**src/rarsp_pkg.sv**
```systemverilog
// rarsp_pkg: constants, types and register map of the alarm register block
// and of its 4-wire serial port.
// assumes: used by rarsp_alarm_port and rarsp_sync; nothing imported.

package rarsp_pkg;

  ////////////////////////////////////////////////////////////////////////////
  // register addresses (4-bit address pointer space)
  localparam logic [3:0] ADDR_WK_MIN   = 4'h8;  // weekly alarm minute
  localparam logic [3:0] ADDR_WK_HOUR  = 4'h9;  // weekly alarm hour
  localparam logic [3:0] ADDR_DAY_MASK = 4'ha;  // weekly alarm day mask
  localparam logic [3:0] ADDR_DY_MIN   = 4'hb;  // daily alarm minute
  localparam logic [3:0] ADDR_DY_HOUR  = 4'hc;  // daily alarm hour

  ////////////////////////////////////////////////////////////////////////////
  // field widths (fields sit at bit 0, higher bits read zero)
  localparam int MASK_W = 7;                    // day mask bits 6..0
  localparam int MIN_W  = 7;                    // bcd minute bits 6..0
  localparam int HOUR_W = 6;                    // bcd hour bits 5..0
  localparam int DAY_W  = 3;                    // weekday counter width
  localparam int HOUR_MERIDIEM_BIT = 5;         // pm flag or weight-20 bit

  // reset values of the alarm fields
  localparam logic [MASK_W-1:0] RST_DAY_MASK = 7'h00;  // no day enabled
  localparam logic [MIN_W-1:0]  RST_MIN      = 7'h00;  // minute 00
  localparam logic [HOUR_W-1:0] RST_HOUR     = 6'h00;  // hour 00

  ////////////////////////////////////////////////////////////////////////////
  // transfer format nibble
  localparam logic [3:0] FMT_WR_SINGLE = 4'h8;  // one byte write
  localparam logic [3:0] FMT_WR_BURST  = 4'h0;  // burst write
  localparam logic [3:0] FMT_RD_SINGLE = 4'hc;  // one byte read
  localparam logic [3:0] FMT_RD_BURST  = 4'h4;  // burst read
  localparam int FMT_SINGLE_BIT = 3;            // 1: single byte
  localparam int FMT_READ_BIT   = 2;            // 1: read

  // byte framing
  localparam logic [2:0] LAST_BIT = 3'h7;       // bit index of 8th bit
  localparam logic [2:0] FIRST_BIT = 3'h0;      // fresh bit counter
  localparam int SYNC_W = 3;                    // ce, sclk, si

  ////////////////////////////////////////////////////////////////////////////
  // serial engine states
  typedef enum logic [2:0] {
    ST_IDLE = 3'b001,                           // chip enable low
    ST_CMD  = 3'b010,                           // shifting command byte
    ST_DATA = 3'b100                            // shifting data bytes
  } rarsp_state_e;

  // stored alarm settings
  typedef struct packed {
    logic [MIN_W-1:0]  wk_min;                  // weekly minute
    logic [HOUR_W-1:0] wk_hour;                 // weekly hour
    logic [MASK_W-1:0] day_mask;                // weekly day enables
    logic [MIN_W-1:0]  dy_min;                  // daily minute
    logic [HOUR_W-1:0] dy_hour;                 // daily hour
  } rarsp_alarm_s;

  // current time from the counters
  typedef struct packed {
    logic [DAY_W-1:0]  day;                     // weekday code
    logic [HOUR_W-1:0] hour;                    // bcd hour
    logic [MIN_W-1:0]  minute;                  // bcd minute
  } rarsp_time_s;

endpackage

```
**src/rarsp_sync.sv**
```systemverilog
// rarsp_sync: two-flop synchronisers for the serial port pins.
// assumes: pins are asynchronous to mclk; first stage read only by second.

`timescale 1ns/10ps

module rarsp_sync (
  input  wire logic                        mclk,    // system clock
  input  wire logic                        resetn,  // async reset, low
  input  wire logic                        clk_en,  // freezes state when low
  input  wire logic [rarsp_pkg::SYNC_W-1:0] pin_in,  // raw pin levels
  output logic      [rarsp_pkg::SYNC_W-1:0] pin_out  // synchronised levels
);

  ////////////////////////////////////////////////////////////////////////////
  // one synchroniser pair per pin
  genvar g;
  generate
    for (g = 0; g < rarsp_pkg::SYNC_W; g++)
    begin : g_bit
      logic stage1;                             // metastable stage
      logic stage2;                             // clean stage
      // two flip-flops, first read only by second
      always_ff @(posedge mclk or negedge resetn)
      begin
        if (!resetn)
        begin
          stage1 <= 1'b0;
          stage2 <= 1'b0;
        end
        else if (clk_en)
        begin
          stage1 <= pin_in[g];
          stage2 <= stage1;
        end
      end
      assign pin_out[g] = stage2;
    end
  endgenerate

endmodule

```
**src/rarsp_alarm_port.sv**
```systemverilog
// rarsp_alarm_port: alarm registers of the clock with their 4-wire serial
// port (chip enable, serial clock, serial in, serial out) and alarm compare.
// assumes: pins arrive asynchronously; current time comes from counters on
// mclk; only the alarm addresses are mapped here, others read zero.
//
// Notes on behaviour
// RQ1: day mask holds bits 6..0, bit 7 zero
// RQ2: mask bit n enables weekday code n
// RQ3: empty day mask never gives weekly match
// RQ4: weekly hour bit 5 is pm or 20
// RQ5: daily hour bit 5 is pm or 20
// RQ6: twelve-hour midnight is 12, noon 32
// RQ7: daily minute bcd bits 6..0, bit 7 zero
// RQ8: daily hour bits 5..0, bits 7,6 zero
// RQ9: host programs only real hour and minute
// RQ10: alarm fields undefined at power-up, high bits zero
// RQ11: sclk low at ce rise: out rise, in fall
// RQ12: sclk high at ce rise: out fall, in rise
// RQ13: session spans one chip enable high interval
// RQ14: data moves in whole eight-bit bytes
// RQ15: command upper nibble loads address pointer
// RQ16: command lower nibble loads transfer format
// RQ17: every byte shifts most significant bit first
// RQ18: single and burst formats, read and write
// RQ19: formats 8h, 0h, Ch, 4h
// RQ20: burst pointer increments, wraps Fh to 0h
// RQ21: weekly needs day, hour, minute; daily hour, minute
// RQ22: chip enable fall drops partial byte, clears count

`timescale 1ns/10ps

module rarsp_alarm_port (
  input  wire logic                   mclk,          // 100 MHz clock
  input  wire logic                   resetn,        // async reset, low
  input  wire logic                   clk_en,        // freezes state when low
  input  wire logic                   ce,            // chip enable pin
  input  wire logic                   sclk,          // serial clock pin
  input  wire logic                   si,            // serial data in pin
  input  wire rarsp_pkg::rarsp_time_s cur_time,      // current day/hour/min
  output logic                        so,            // serial data out
  output logic                        so_oe,         // serial out enable
  output logic                        weekly_match,  // weekly alarm hit
  output logic                        daily_match    // daily alarm hit
);

  ////////////////////////////////////////////////////////////////////////////
  // pin synchronisation and edge detection
  logic [rarsp_pkg::SYNC_W-1:0] pins_s;          // synchronised pins
  logic                         ce_s;            // chip enable, synced
  logic                         sclk_s;          // serial clock, synced
  logic                         si_s;            // serial in, synced
  logic                         ce_d;            // chip enable, last cycle
  logic                         sclk_d;          // serial clock, last cycle
  logic                         next_ce_d;       // next chip enable history
  logic                         next_sclk_d;     // next clock history

  rarsp_sync u_sync (
    .mclk    (mclk),
    .resetn  (resetn),
    .clk_en  (clk_en),
    .pin_in  ({ce, sclk, si}),
    .pin_out (pins_s)
  );

  assign ce_s   = pins_s[2];
  assign sclk_s = pins_s[1];
  assign si_s   = pins_s[0];

  // history of synced levels for edge finding
  always_comb
  begin
    next_ce_d   = ce_s;
    next_sclk_d = sclk_s;
  end

  // history registers
  always_ff @(posedge mclk or negedge resetn)
  begin
    if (!resetn)
    begin
      ce_d   <= 1'b0;
      sclk_d <= 1'b0;
    end
    else if (clk_en)
    begin
      ce_d   <= next_ce_d;
      sclk_d <= next_sclk_d;
    end
  end

  logic ce_rise;                                  // session start
  logic ce_fall;                                  // session end
  logic sclk_rise;                                // serial clock rise
  logic sclk_fall;                                // serial clock fall
  logic pol_hi;                                   // clock was high at start
  logic sample_edge;                              // edge that takes si
  logic drive_edge;                               // edge that moves so

  assign ce_rise     = ce_s & ~ce_d;
  assign ce_fall     = ~ce_s & ce_d;
  assign sclk_rise   = sclk_s & ~sclk_d;
  assign sclk_fall   = ~sclk_s & sclk_d;
  assign sample_edge = pol_hi ? sclk_rise : sclk_fall;  // RQ11 RQ12
  assign drive_edge  = pol_hi ? sclk_fall : sclk_rise;  // RQ11 RQ12

  ////////////////////////////////////////////////////////////////////////////
  // alarm register readback
  rarsp_pkg::rarsp_alarm_s alarm;                 // stored settings

  // byte seen by the host at an address, unused bits zero
  function automatic logic [7:0] read_byte(input logic [3:0] a,
                                           input rarsp_pkg::rarsp_alarm_s r);
    logic [7:0] b;
    b = 8'h00;
    case (a)
      rarsp_pkg::ADDR_WK_MIN:   b = {1'b0, r.wk_min};
      rarsp_pkg::ADDR_WK_HOUR:  b = {2'b00, r.wk_hour};
      rarsp_pkg::ADDR_DAY_MASK: b = {1'b0, r.day_mask};  // RQ1
      rarsp_pkg::ADDR_DY_MIN:   b = {1'b0, r.dy_min};    // RQ7
      rarsp_pkg::ADDR_DY_HOUR:  b = {2'b00, r.dy_hour};  // RQ8
      default:                  b = 8'h00;               // unmapped here
    endcase
    return b;
  endfunction

  ////////////////////////////////////////////////////////////////////////////
  // serial engine
  rarsp_pkg::rarsp_state_e state;                 // engine state
  rarsp_pkg::rarsp_state_e next_state;            // next engine state
  logic                    next_pol_hi;           // next polarity
  logic [2:0]              bit_cnt;               // bits of current byte
  logic [2:0]              next_bit_cnt;          // next bit count
  logic [7:0]              rx_sr;                 // receive shifter
  logic [7:0]              next_rx_sr;            // next receive shifter
  logic [7:0]              tx_sr;                 // transmit shifter
  logic [7:0]              next_tx_sr;            // next transmit shifter
  logic [3:0]              addr_ptr;              // address pointer
  logic [3:0]              next_addr_ptr;         // next address pointer
  logic [3:0]              fmt;                   // transfer format
  logic [3:0]              next_fmt;              // next transfer format
  logic                    next_so;               // next serial out
  logic                    next_so_oe;            // next out enable
  logic                    wr_en;                 // write strobe
  logic [3:0]              wr_addr;               // write address
  logic [7:0]              wr_data;               // write byte
  logic                    is_read;               // read format active
  logic                    is_single;             // single-byte format

  assign is_read   = fmt[rarsp_pkg::FMT_READ_BIT];    // RQ19
  assign is_single = fmt[rarsp_pkg::FMT_SINGLE_BIT];  // RQ19

  // next state of the engine
  always_comb
  begin
    next_state    = state;
    next_pol_hi   = pol_hi;
    next_bit_cnt  = bit_cnt;
    next_rx_sr    = rx_sr;
    next_tx_sr    = tx_sr;
    next_addr_ptr = addr_ptr;
    next_fmt      = fmt;
    next_so       = so;
    next_so_oe    = so_oe;
    wr_en         = 1'b0;
    wr_addr       = addr_ptr;
    wr_data       = 8'h00;
    case (state)
      rarsp_pkg::ST_IDLE:
      begin
        // wait for session start, latch clock level
        if (ce_rise)
        begin
          next_state   = rarsp_pkg::ST_CMD;                 // RQ13
          next_pol_hi  = sclk_s;                            // RQ11 RQ12
          next_bit_cnt = rarsp_pkg::FIRST_BIT;
        end
      end
      rarsp_pkg::ST_CMD:
      begin
        if (ce_fall)
        begin
          // session over, partial byte dropped
          next_state   = rarsp_pkg::ST_IDLE;                // RQ13
          next_bit_cnt = rarsp_pkg::FIRST_BIT;              // RQ22
          next_so_oe   = 1'b0;
        end
        else if (sample_edge)
        begin
          next_rx_sr = {rx_sr[6:0], si_s};                  // RQ17
          if (bit_cnt == rarsp_pkg::LAST_BIT)
          begin
            // whole command byte in
            next_addr_ptr = next_rx_sr[7:4];                // RQ15
            next_fmt      = next_rx_sr[3:0];                // RQ16
            next_tx_sr    = read_byte(next_rx_sr[7:4], alarm);
            next_bit_cnt  = rarsp_pkg::FIRST_BIT;
            next_state    = rarsp_pkg::ST_DATA;             // RQ14
          end
          else
          begin
            next_bit_cnt = bit_cnt + 3'h1;
          end
        end
      end
      rarsp_pkg::ST_DATA:
      begin
        if (ce_fall)
        begin
          // session over, partial byte dropped
          next_state   = rarsp_pkg::ST_IDLE;                // RQ13
          next_bit_cnt = rarsp_pkg::FIRST_BIT;              // RQ22
          next_so_oe   = 1'b0;
        end
        else
        begin
          // read: present next bit on the drive edge
          if (drive_edge && is_read)
          begin
            next_so    = tx_sr[7];                          // RQ17
            next_tx_sr = {tx_sr[6:0], 1'b0};
            next_so_oe = 1'b1;
          end
          if (sample_edge)
          begin
            next_rx_sr = {rx_sr[6:0], si_s};                // RQ17
            if (bit_cnt == rarsp_pkg::LAST_BIT)
            begin
              next_bit_cnt = rarsp_pkg::FIRST_BIT;          // RQ14
              // write: commit the full byte only
              if (!is_read)
              begin
                wr_en   = 1'b1;
                wr_data = next_rx_sr;
              end
              if (is_single)
              begin
                // single byte: next byte is a new command
                next_state = rarsp_pkg::ST_CMD;             // RQ18
                next_so_oe = 1'b0;
              end
              else
              begin
                // burst: step pointer, wraps Fh to 0h
                next_addr_ptr = addr_ptr + 4'h1;            // RQ20
                next_tx_sr    = read_byte(next_addr_ptr, alarm);
              end
            end
            else
            begin
              next_bit_cnt = bit_cnt + 3'h1;
            end
          end
        end
      end
      default:
      begin
        next_state   = rarsp_pkg::ST_IDLE;
        next_bit_cnt = rarsp_pkg::FIRST_BIT;
        next_so_oe   = 1'b0;
      end
    endcase
  end

  // engine registers
  always_ff @(posedge mclk or negedge resetn)
  begin
    if (!resetn)
    begin
      state    <= rarsp_pkg::ST_IDLE;
      pol_hi   <= 1'b0;
      bit_cnt  <= rarsp_pkg::FIRST_BIT;
      rx_sr    <= 8'h00;
      tx_sr    <= 8'h00;
      addr_ptr <= 4'h0;
      fmt      <= 4'h0;
      so       <= 1'b0;
      so_oe    <= 1'b0;
    end
    else if (clk_en)
    begin
      state    <= next_state;
      pol_hi   <= next_pol_hi;
      bit_cnt  <= next_bit_cnt;
      rx_sr    <= next_rx_sr;
      tx_sr    <= next_tx_sr;
      addr_ptr <= next_addr_ptr;
      fmt      <= next_fmt;
      so       <= next_so;
      so_oe    <= next_so_oe;
    end
  end

  ////////////////////////////////////////////////////////////////////////////
  // alarm registers
  rarsp_pkg::rarsp_alarm_s next_alarm;            // next stored settings

  // store only the defined field bits of a written byte
  always_comb
  begin
    next_alarm = alarm;
    if (wr_en)
    begin
      case (wr_addr)
        rarsp_pkg::ADDR_WK_MIN:   next_alarm.wk_min   = wr_data[6:0];
        rarsp_pkg::ADDR_WK_HOUR:  next_alarm.wk_hour  = wr_data[5:0];  // RQ4
        rarsp_pkg::ADDR_DAY_MASK: next_alarm.day_mask = wr_data[6:0];  // RQ1
        rarsp_pkg::ADDR_DY_MIN:   next_alarm.dy_min   = wr_data[6:0];  // RQ7
        rarsp_pkg::ADDR_DY_HOUR:  next_alarm.dy_hour  = wr_data[5:0];  // RQ5 RQ8
        default:                  next_alarm          = alarm;        // ignored
      endcase
    end
  end

  // settings registers; reset picks one of the undefined power-up values
  always_ff @(posedge mclk or negedge resetn)
  begin
    if (!resetn)
    begin
      alarm.wk_min   <= rarsp_pkg::RST_MIN;                 // RQ10
      alarm.wk_hour  <= rarsp_pkg::RST_HOUR;                // RQ10
      alarm.day_mask <= rarsp_pkg::RST_DAY_MASK;            // RQ10
      alarm.dy_min   <= rarsp_pkg::RST_MIN;                 // RQ10
      alarm.dy_hour  <= rarsp_pkg::RST_HOUR;                // RQ10
    end
    else if (clk_en)
    begin
      alarm <= next_alarm;
    end
  end

  ////////////////////////////////////////////////////////////////////////////
  // alarm compare
  logic [rarsp_pkg::MASK_W-1:0] day_sel;          // one-hot current day
  logic                         day_hit;          // today enabled
  logic                         next_weekly;      // next weekly match
  logic                         next_daily;       // next daily match

  // weekday code n selects mask bit n; code 7 selects none
  genvar d;
  generate
    for (d = 0; d < rarsp_pkg::MASK_W; d++)
    begin : g_day
      assign day_sel[d] = (cur_time.day == 3'(d));  // RQ2
    end
  endgenerate

  assign day_hit = |(day_sel & alarm.day_mask);     // RQ2 RQ3

  // hour bit 5 compares raw: pm flag or weight 20, per counter mode;
  // twelve-hour codes 12 and 32 line up with the counter encoding
  always_comb
  begin
    next_weekly = day_hit
                  && (cur_time.hour == alarm.wk_hour)     // RQ4 RQ6
                  && (cur_time.minute == alarm.wk_min);   // RQ21
    next_daily  = (cur_time.hour == alarm.dy_hour)        // RQ5 RQ6
                  && (cur_time.minute == alarm.dy_min);   // RQ21
  end

  // match flags, level while time equals setting
  always_ff @(posedge mclk or negedge resetn)
  begin
    if (!resetn)
    begin
      weekly_match <= 1'b0;
      daily_match  <= 1'b0;
    end
    else if (clk_en)
    begin
      weekly_match <= next_weekly;
      daily_match  <= next_daily;
    end
  end

endmodule

```
**config.mk**
```make
export PLATFORM = sky130hd
export DESIGN_NAME = rarsp_alarm_port
export DESIGN_NICKNAME = d
export VERILOG_FILES = /design/src/rarsp_pkg.sv /design/src/rarsp_sync.sv /design/src/rarsp_alarm_port.sv
export SDC_FILE = /design/constraint.sdc
export NUM_CORES = 1
export LEC_CHECK = 0
export BUFFER_PORTS_ARGS = -buffer_cell sky130_fd_sc_hd__buf_2
export CORE_AREA = 2 2 98 100
export CTS_BUF_LIST = sky130_fd_sc_hd__clkbuf_4
export CTS_CLUSTER_DIAMETER = 200
export DETAILED_ROUTE_END_ITERATION = 6
export DIE_AREA = 0 0 100 102
export PLACE_DENSITY = 0.66
export SLEW_MARGIN = 10
export SYNTH_ARGS = -nofsm -noshare
export SYNTH_HDL_FRONTEND = slang
export SYNTH_SLANG_ARGS = --single-unit
```
**constraint.sdc**
```tcl
create_clock -name mclk -period 5.4 [get_ports mclk]
set_clock_uncertainty 0.05 [all_clocks]
set_input_delay 0.54 -clock mclk [delete_from_list [all_inputs] [get_ports mclk]]
set_output_delay 0.54 -clock mclk [all_outputs]
set_load 0.005 [all_outputs]
```
==> metrics.txt, run 1 <==
Post-CTS Setup Bufs=0; Overflow after GRT=0; Compound-Gate Fraction of Synth Area=0.196; post-synth top area cell=dfrtp_1; WP data arrival=3.36 ns; Die Wd=100 um; Post-Synth Adder-Cell Area=0.0196; YS warnings=0; Die Span Y=102 um; Crit Path Category=flop to flop; Fillers=858; CP max-delay cell=a2111oi_4; Cells after Synth=442; initial antenna violation count=0; XOR/XNOR Fraction of Synth Area=0.0530; top cells by area, synth=dfrtp_1, mux2_2, nand2_1, xnor2_1, mux4_2; Final Cell Area=0.00475 mm^2; post-synthesis mux area share=0.112; DRC viols=0; nets=484; final setup vio count=0; final slew viol count=0; Vias/cell=6.23; CP Launch Type=flop; fmax=325 MHz; Std-Cell Rows=35; most frequent CP cell=ha_1; CTS tree=done; final-report hold violation count=0; initial core utilization=0.490; Gates resized, CTS repair=0; detailed-route via count=3555; die area=0.0102 mm^2; number of global-route vias before repair=3453; largest family of logic cells by synthesized area=compound AO/OA/AOI/OAI gates; crit path launch=bit_cnt[0]; Synth top cells by count=dfrtp_1, nand2_1, mux2_2, o21ai_0, o21ai_1; IO Pins=26; RSZ-0062 raised after global routing=false; LEAKAGE=1.96 nW; area share of the largest cell type after synthesis=0.404; simple-gate share of the synthesized area=0.170; Min Clock Period, post-route=3.07 ns; area occupied by registers=0.00183 mm^2; Worst-path clk slew=0.14 ns; crit-path max FO=14; pwr/cell area=280 mW/mm^2; layout cells sized above 1=0.230; CP Data Required Time=5.69 ns; Avg Cell Area, Syn=10.1 um^2; CP cell instances=ha_1 -> ha_1 -> nand4b_2 -> a2111oi_4 -> nand4_1 -> nand2_1 -> o21ai_0; MaxCap Viol Count=0; max_slew headroom=0.381; Synth Cell Area=0.00446 mm^2; root buffer cell=clkbuf_4; Port Buf Inserts=25; Worst Hold Class=primary input to asynchronous set/reset pin; Mapped Nets=471; RePlAce Congestion=0.880; Post-Route WL=11.2 mm; Max VDD drop=0.000156 V; clock sink total=73; placed cell area=0.00460 mm^2; DR WL/cell=19.7 um; Final Cycle Share=0.569; # diodes=0; outcome=finished, final reports clean; Synth Flop Type=dfrtp_1; number of antenna-violating nets in the routed design=0; Core Area=0.00911 mm^2; R2R Path Start=bit_cnt[0]; Initial DRT Pass Iterations=5; Clock Path Buffers=2; max incr delay on CP=0.93 ns; hold_buf cts=0; worst-margin pin slew=0.928 ns; synthesis-to-layout area growth=6.48%; CP Capture Type=flop; setup TNS=0 ns; Async S/R FF share, synth=1.00; register area share after synthesis=0.410; Post-synth EDFFs=0; cts bufs inserted=9; insertion delay of the later-clocked pin in the worst-skew pair=0.47 ns; Synth cell types=69; Synth Register Bits=73; largest net degree at the start of global routing=74; first-pass GRT wire length=18.8 mm; Iter 0 DRT Violations=305; top-count cell post-synth=dfrtp_1; gr usage total=0.238; Multi-input gate area=0.00245 mm^2; H-tree levels=3; post-DP HPWL=8.20 mm
==> metal layers <==
metal  track usage  routed length (um)  vias to the layer above
li1              -                   -                     1681
met1         0.332                5190                     1739
met3        0.0363                 523                       26
met5             0                   0                        -
met2         0.380                5310                      109
met4        0.0832                 217                        0
==> power breakdown <==
group | total (mW) | switching (mW) | internal, mW
Clock | 0.377 | 0.229 | 0.148
Sequential | 0.689 | 0.0831 | 0.606
Combinational | 0.263 | 0.139 | 0.125
Total | 1.33 | 0.450 | 0.879
==> worst max-delay path, delay by kind of cell, from the launching register on <==
| family | cells | cell delay, ns |
|---|---|---|
| adder cells (fa/ha/maj) | 2 | 0.45 |
| flip-flops | 1 | 0.40 |
| AO/OA/AOI/OAI | 2 | 1.03 |
| AND/OR/NAND/NOR | 3 | 1.02 |
==> logic make-up (layout without fill, tap and decap cells) <==
family,Yosys count,count (layout)
compound gates,123,123
xor+xnor,27,27
fa+ha+maj,7,7
buf+inv,36,54
flops,73,73
mux,40,40
simple gates,136,136
==> registers in the layout, summed over array words and instances, names as in the netlist <==
name                 flops
addr_ptr                 4
ce_d                     1
fmt                      2
u_sync.g_bit.stage2      3
pol_hi                   1
u_sync.g_bit.stage1      3
bit_cnt                  3
alarm                   33
so_oe                    1
sclk_d                   1
so                       1
daily_match              1
state                    3
tx_sr                    8
rx_sr                    7
weekly_match             1
==> layout by cell type, fill, tap and decap left out, drive strengths merged, types with 6 or more instances in the layout <==
master   n
mux2    28
nand4    9
nor2     9
o221ai   6
a21boi   7
o211ai   6
inv     16
o21ai   48
nor3     8
xor2    11
buf     26
a21oi   13
nand2   66
ha       7
xnor2   16
dfrtp   72
mux2i    7
clkbuf   9
nand3   11
==> final cells by class <==
type / count / share of cell area
timing repair buffer: 26 / 0.0285
multi-input combinational: 333 / 0.516
clock inverter: 7 / 0.0174
inverter: 12 / 0.00948
clock buffer: 9 / 0.0142
sequential: 73 / 0.385
tap: 111 / 0.0292
==> metrics by stage <==
stage / worst slack [ns] / power, mW / std cells / utilization / hold slack, ns
floorplan: 3.30 / 0.885 / 442 / - / 0.194
global placement: 2.50 / 0.953 / 555 / 0.505 / 0.416
detailed placement: 2.32 / 0.962 / 555 / 0.505 / 0.426
CTS: 2.31 / 1.33 / 571 / 0.521 / 0.179
global route: 1.99 / 1.40 / 571 / 0.521 / 0.218
finish: 2.33 / 1.33 / 571 / 0.521 / 0.134
==> path summary, 6_finish.rpt <==
kind / end / slack, ns / cells past startpoint
min reg2reg: tx_sr[6] / 0.45 / 1
max: alarm[28] / 2.33 / 7
min in group mclk: u_sync.g_bit[1].stage1 / 0.24 / 2
min: state[1] / 0.13 / 1
max reg2reg: alarm[28] / 2.33 / 7
max in group asynchronous: alarm[3] / 4.54 / 1
Power figures use the tool's default switching activity.
==> inputs of run 2 (changes only) <==
--- a/config.mk
+++ b/config.mk
@@ -5,13 +5,14 @@
 export SDC_FILE = /design/constraint.sdc
 export NUM_CORES = 1
 export LEC_CHECK = 0
+export ABC_AREA = 1
 export BUFFER_PORTS_ARGS = -buffer_cell sky130_fd_sc_hd__buf_2
 export CORE_AREA = 2 2 98 100
 export CTS_BUF_LIST = sky130_fd_sc_hd__clkbuf_4
 export CTS_CLUSTER_DIAMETER = 200
 export DETAILED_ROUTE_END_ITERATION = 6
 export DIE_AREA = 0 0 100 102
-export PLACE_DENSITY = 0.66
+export PLACE_DENSITY = 0.67
 export SLEW_MARGIN = 10
 export SYNTH_ARGS = -nofsm -noshare
 export SYNTH_HDL_FRONTEND = slang
==> constraint.sdc (replaced) <==
create_clock -name mclk -period 2.9 [get_ports mclk]
set_clock_uncertainty 0.05 [all_clocks]
set_input_delay 0.29 -clock mclk [delete_from_list [all_inputs] [get_ports mclk]]
set_output_delay 0.29 -clock mclk [all_outputs]
set_load 0.005 [all_outputs]
==> run 2 against run 1 <==
Effect of this change: sequential share of layout area is 0.94 points lower; total power is 140% higher; count of clock-buffer cells in the layout stayed put; setup slack worse by 1.8 ns; combinational power grew to 4.0 times the previous value; final area is 2.5% higher; worst hold slack worse by 0.12 ns.
==> metrics.txt, run 2 <==
register area share after synthesis=0.405; CP Capture Type=flop; Vias/cell=5.55; final-report hold violation count=0; CP Launch Type=flop; max_slew headroom=0.389; Min Clock Period, post-route=2.36 ns; Final Cell Area=0.00487 mm^2; most frequent cells in the layout=nand2_1, dfrtp_1, inv_1; H-tree levels=3; placed cell area=0.00470 mm^2; final setup vio count=0; detailed-route via count=4177; Post-Place Cells=736; RSZ-0062 raised after global routing=false; CP Data Required Time=3.17 ns; post-synth top area cell=dfrtp_1; post-DP HPWL=10.2 mm; top cells by area, synth=dfrtp_1, nand2_1, inv_1, o21ai_0, nor2_1; Crit Path Category=flop to flop; # diodes=0; Die Span Y=102 um; die area=0.0102 mm^2; Worst-path clk slew=0.14 ns; Post-synth EDFFs=0; Max VDD drop=0.000319 V; pwr/cell area=646 mW/mm^2; R2R Setup Slk=0.54 ns; final worst slack=0.540 ns; biggest regs=alarm (33), tx_sr (8), rx_sr (7); outcome=finished, final reports clean; most flop-heavy register=alarm; initial antenna violation count=0; YS warnings=0; top-count cell post-synth=nand2_1; first-pass GRT wire length=21.4 mm; layout cells sized above 1=0.146; hold_sp=si; Cell Count, Final, Fillers Out=753; Overflow after GRT=0; WP data arrival=2.63 ns; RePlAce Congestion=0.995; R2R Path Start=state[1]; final slew viol count=0; Async S/R FF share, synth=1.00; Layout Utilization=0.534; Synth Register Bits=73; Synth cell types=43; Avg Cell Area, Syn=7.38 um^2; IO Pins=26; nets=666; setup TNS=0 ns; cts bufs inserted=9; Core Area=0.00911 mm^2; clock sink total=73; crit path launch=state[1]; largest net degree at the start of global routing=74; crit-path max FO=16; Synth Flop Type=dfrtp_1; area share of the largest cell type after synthesis=0.400; Synth Cell Area=0.00451 mm^2; synthesis-to-layout area growth=7.96%; fmax=424 MHz; Initial DRT Pass Iterations=5; Post-Route WL=13.3 mm; root buffer cell=clkbuf_4; number of antenna-violating nets in the routed design=0; Min Hold Slack=0.0105 ns; Die Wd=100 um; insertion delay of the later-clocked pin in the worst-skew pair=0.43 ns; Cells after Synth=611; gr usage total=0.279; Worst Hold Class=primary input to flop; Post-CTS Setup Bufs=0; Port Buf Inserts=25; most common cell after layout, fill and taps aside=nand2_1; DR WL/cell=17.7 um; Mapped Nets=640; Std-Cell Rows=35; Pwr Total=3.15 mW; worst-margin pin slew=0.917 ns; DRC viols=0; Clock Path Buffers=2; Largest register FFs=33; LEAKAGE=2.31 nW; MaxCap Viol Count=0; number of global-route vias before repair=3916; Setup WS pre-CTS=0.576 ns; Synth top cells by count=nand2_1, dfrtp_1, inv_1, nor2_1, o21ai_0; Final Cycle Share=0.814; Iter 0 DRT Violations=314; initial core utilization=0.495; CTS tree=done
run 2: cell count changes in the layout (fill, tap and decap cells not counted), sizes merged, moves of 6 or more:
cell / previous run / this run
nand2: 66 / 204
inv: 16 / 68
nor2: 9 / 56
o21ai: 48 / 81
mux2: 28 / 0
nand3: 11 / 31
xnor2: 16 / 4
a21boi: 7 / 0
mux2i: 7 / 1
nand4: 9 / 15
o221ai: 6 / 0
run 2: kinds of logic (layout without fill, tap and decap cells):
group	count (synthesis)	count (layout)	synth area share
and+or+nand+nor	322	322	0.322
AOI/OAI and AO/OA	116	116	0.152
buffers and inverters	82	113	0.0799
DFF	73	73	0.405
xor gates and xnor gates	10	10	0.0194
adders and majority gates	7	7	0.0194
muxes	1	1	0.00222
run 2: critical path, stage by stage (launching register included):
cell,delay (ns)
dfrtp_1,0.44
inv_2,0.08
nand3_2,0.26
inv_2,0.34
nand2_1,0.14
nor2_4,0.25
nand4_2,0.40
nand2_1,0.20
o21ai_2,0.07
run 2: what timing repair did:
item                      in CTS  in global routing
hold endpoints to repair      72                  0
hold buffers                   1                  0
resized for setup              0                  0
run 2: final cells by class:
type / instances / area, um^2
Inverter: 68 / 258
Sequential cell: 73 / 1830
Clock buffer: 9 / 67.6
Tap cell: 111 / 139
Multi-Input combinational cell: 456 / 2320
Fill cell: 891 / 4240
Clock inverter: 7 / 95.1
Timing Repair Buffer: 29 / 160
run 2: worst paths after layout:
| path | to | cells after the start |
|---|---|---|
| max | alarm[2] | 8 |
| min | u_sync.g_bit[0].stage1 | 3 |
| max reg2reg | alarm[2] | 8 |
| min reg2reg | u_sync.g_bit[0].stage1 | 2 |
| max in group asynchronous | u_sync.g_bit[2].stage1 | 2 |
| min in group asynchronous | alarm[7] | 2 |
run 2: power by group:
group	internal, mW	switching, mW	total, mW
clock	0.349	0.394	0.743
combinational	0.324	0.723	1.05
sequential	1.19	0.167	1.36
total	1.86	1.28	3.15
run 2: metal layers:
layer  global-route usage  up-vias  share of wire
met3               0.0561       18          0.063
met4               0.0780        0          0.015
met2                0.432      135           0.46
met5                    0        -              0
met1                0.402     1980           0.47
li1                     -     2044              -
==> inputs of run 3 (changes only) <==
==> constraint.sdc (replaced) <==
create_clock -name mclk -period 2.45 [get_ports mclk]
set_clock_uncertainty 0.05 [all_clocks]
set_input_delay 0.245 -clock mclk [delete_from_list [all_inputs] [get_ports mclk]]
set_output_delay 0.245 -clock mclk [all_outputs]
set_load 0.005 [all_outputs]
==> run 3 against run 2 <==
Effect of this change: global-route usage fell by 0.093 points; largest power group unchanged; cell count rose by 0.66%; first-iteration DRC count rose by 9.9%; critical endpoint is now tx_sr[4]; final area rose by 0.33%; count of clock-buffer cells in the layout rose by 1; total power rose by 14%; highest routed layer unchanged; register-to-register slack got worse by 0.13 ns; sequential share of layout area fell by 0.12 points.
==> metrics.txt, run 3 (synthesized netlist as in run 2, its figures left out) <==
outcome=finished, final reports clean; initial antenna violation count=0; Vias/cell=5.54; cts bufs inserted=9; biggest regs=alarm (33), tx_sr (8), rx_sr (7); Final Cycle Share=0.833; root buffer cell=clkbuf_4; fmax=490 MHz; R2R Setup Slk=0.41 ns; R2R Path End=tx_sr[4]; Clock Path Buffers=2; final slew viol count=0; synthesis-to-layout area growth=8.32%; Gates resized, CTS repair=0; Min Clock Period, post-route=2.04 ns; Hold EP=u_sync.g_bit[0].stage1; most flop-heavy register=alarm; Worst-path clk slew=0.12 ns; Initial DRT Pass Iterations=5; layout cells sized above 1=0.145; CP max-delay cell=dfrtp_1; largest net degree at the start of global routing=74; final-report hold violation count=0; insertion delay of the later-clocked pin in the worst-skew pair=0.43 ns; # diodes=0; CTS tree=done; clock sink total=73; pwr/cell area=738 mW/mm^2; Die Span Y=102 um; crit path launch=addr_ptr[0]; most frequent cells in the layout=nand2_1, dfrtp_1, inv_1; number of global-route vias before repair=4061; RePlAce Congestion=1.04; placed cell area=0.00471 mm^2; post-DP HPWL=10.1 mm; Port Buf Inserts=25; most common cell after layout, fill and taps aside=nand2_1; gr usage total=0.279; die area=0.0102 mm^2; Crit Path Category=flop to flop; WP data arrival=2.34 ns; CP Data Required Time=2.75 ns; crit-path max FO=12; first-pass GRT wire length=21.5 mm; Core Area=0.00911 mm^2; Post-CTS Setup Bufs=0; Iter 0 DRT Violations=345; Largest register FFs=33; hold_sp=clk_en; final setup vio count=0; CP cell instances=ha_1 -> xnor2_1 -> buf_4 -> nand2_1 -> nor2_1 -> nand2_1 -> nand2_1 -> nor2_1 -> nand2_1 -> nand2_1 -> nand2_1; CP Launch Type=flop; R2R Path Start=addr_ptr[0]; IO Pins=26; Final Cell Area=0.00488 mm^2; DRC viols=0; LEAKAGE=2.32 nW; Reg2Reg Depth=11; Overflow after GRT=0; H-tree levels=3; DR WL/cell=17.4 um; detailed-route via count=4201; max incr delay on CP=0.47 ns; initial core utilization=0.495; Std-Cell Rows=35; CP Capture Type=flop; setup TNS=0 ns; Worst Hold Class=primary input to flop; Max VDD drop=0.000418 V; Post-Route WL=13.2 mm; most frequent CP cell=nand2_1; max_slew headroom=0.369; number of antenna-violating nets in the routed design=0; worst-margin pin slew=0.946 ns; hold_buf cts=4; Die Wd=100 um; WHS Path Cells=3; RSZ-0062 raised after global routing=false; nets=671; MaxCap Viol Count=0
-- run 3: cell types whose count changed in the layout (fill, tap and decap cells not counted), sizes merged --
cell	change
buf	+2
bufinv	-1
dlygate4sd3	+3
clkbuf	+1
-- run 3: how the worst max path moves through the flow --
| stage | endpoint | slack, ns |
|---|---|---|
| 3_3_place_gp | alarm[3] | 0.50 |
| 6_report | tx_sr[4] | 0.41 |
| 3_5_place_dp | alarm[5] | 0.47 |
| 5_1_grt | alarm[3] | 0.24 |
| 4_1_cts | alarm[5] | 0.42 |
| 2_1_floorplan | tx_sr[4] | 0.77 |
-- run 3: cell type report --
cell class,instances,area (um^2)
sequential,73,1830
multi-input combinational,456,2320
tap,111,139
fill,939,4220
clock inverter,6,58.8
inverter,68,258
timing repair buffer,34,205
clock buffer,10,75.1
-- run 3: where the power goes --
part,internal (mW),switching [mW]
combinational,0.409,0.839
clock,0.316,0.433
sequential,1.41,0.197
total,2.13,1.47
-- run 3: metrics by stage --
| stage | std cells | power, mW | hold slack (ns) | util | setup WS [ns] |
|---|---|---|---|---|---|
| 4_1_cts | 758 | 3.61 | 0.0884 | 0.536 | 0.424 |
| 5_1_grt | 758 | 3.88 | 0.113 | 0.536 | 0.239 |
| 6_report | 758 | 3.60 | 0.0993 | 0.536 | 0.409 |
| 2_1_floorplan | 611 | 2.51 | -0.101 | - | 0.765 |
| 3_3_place_gp | 738 | 2.82 | 0.381 | 0.517 | 0.501 |
| 3_5_place_dp | 738 | 2.86 | 0.403 | 0.517 | 0.467 |
-- run 3: layer usage --
metal,global-route usage,vias to the layer above,share of wire
met5,0,-,0
met4,0.0896,0,0.024
met3,0.0499,24,0.079
met2,0.440,158,0.45
met1,0.393,1962,0.44
li1,-,2057,-
-- run 3: worst max-delay path: cells and delay by family, from the launching register on --
family | cells | cell delay, ns
flip-flops | 1 | 0.47
buffers and inverters | 1 | 0.20
XOR/XNOR | 1 | 0.17
adder cells (fa/ha/maj) | 1 | 0.29
AND/OR/NAND/NOR | 8 | 0.80
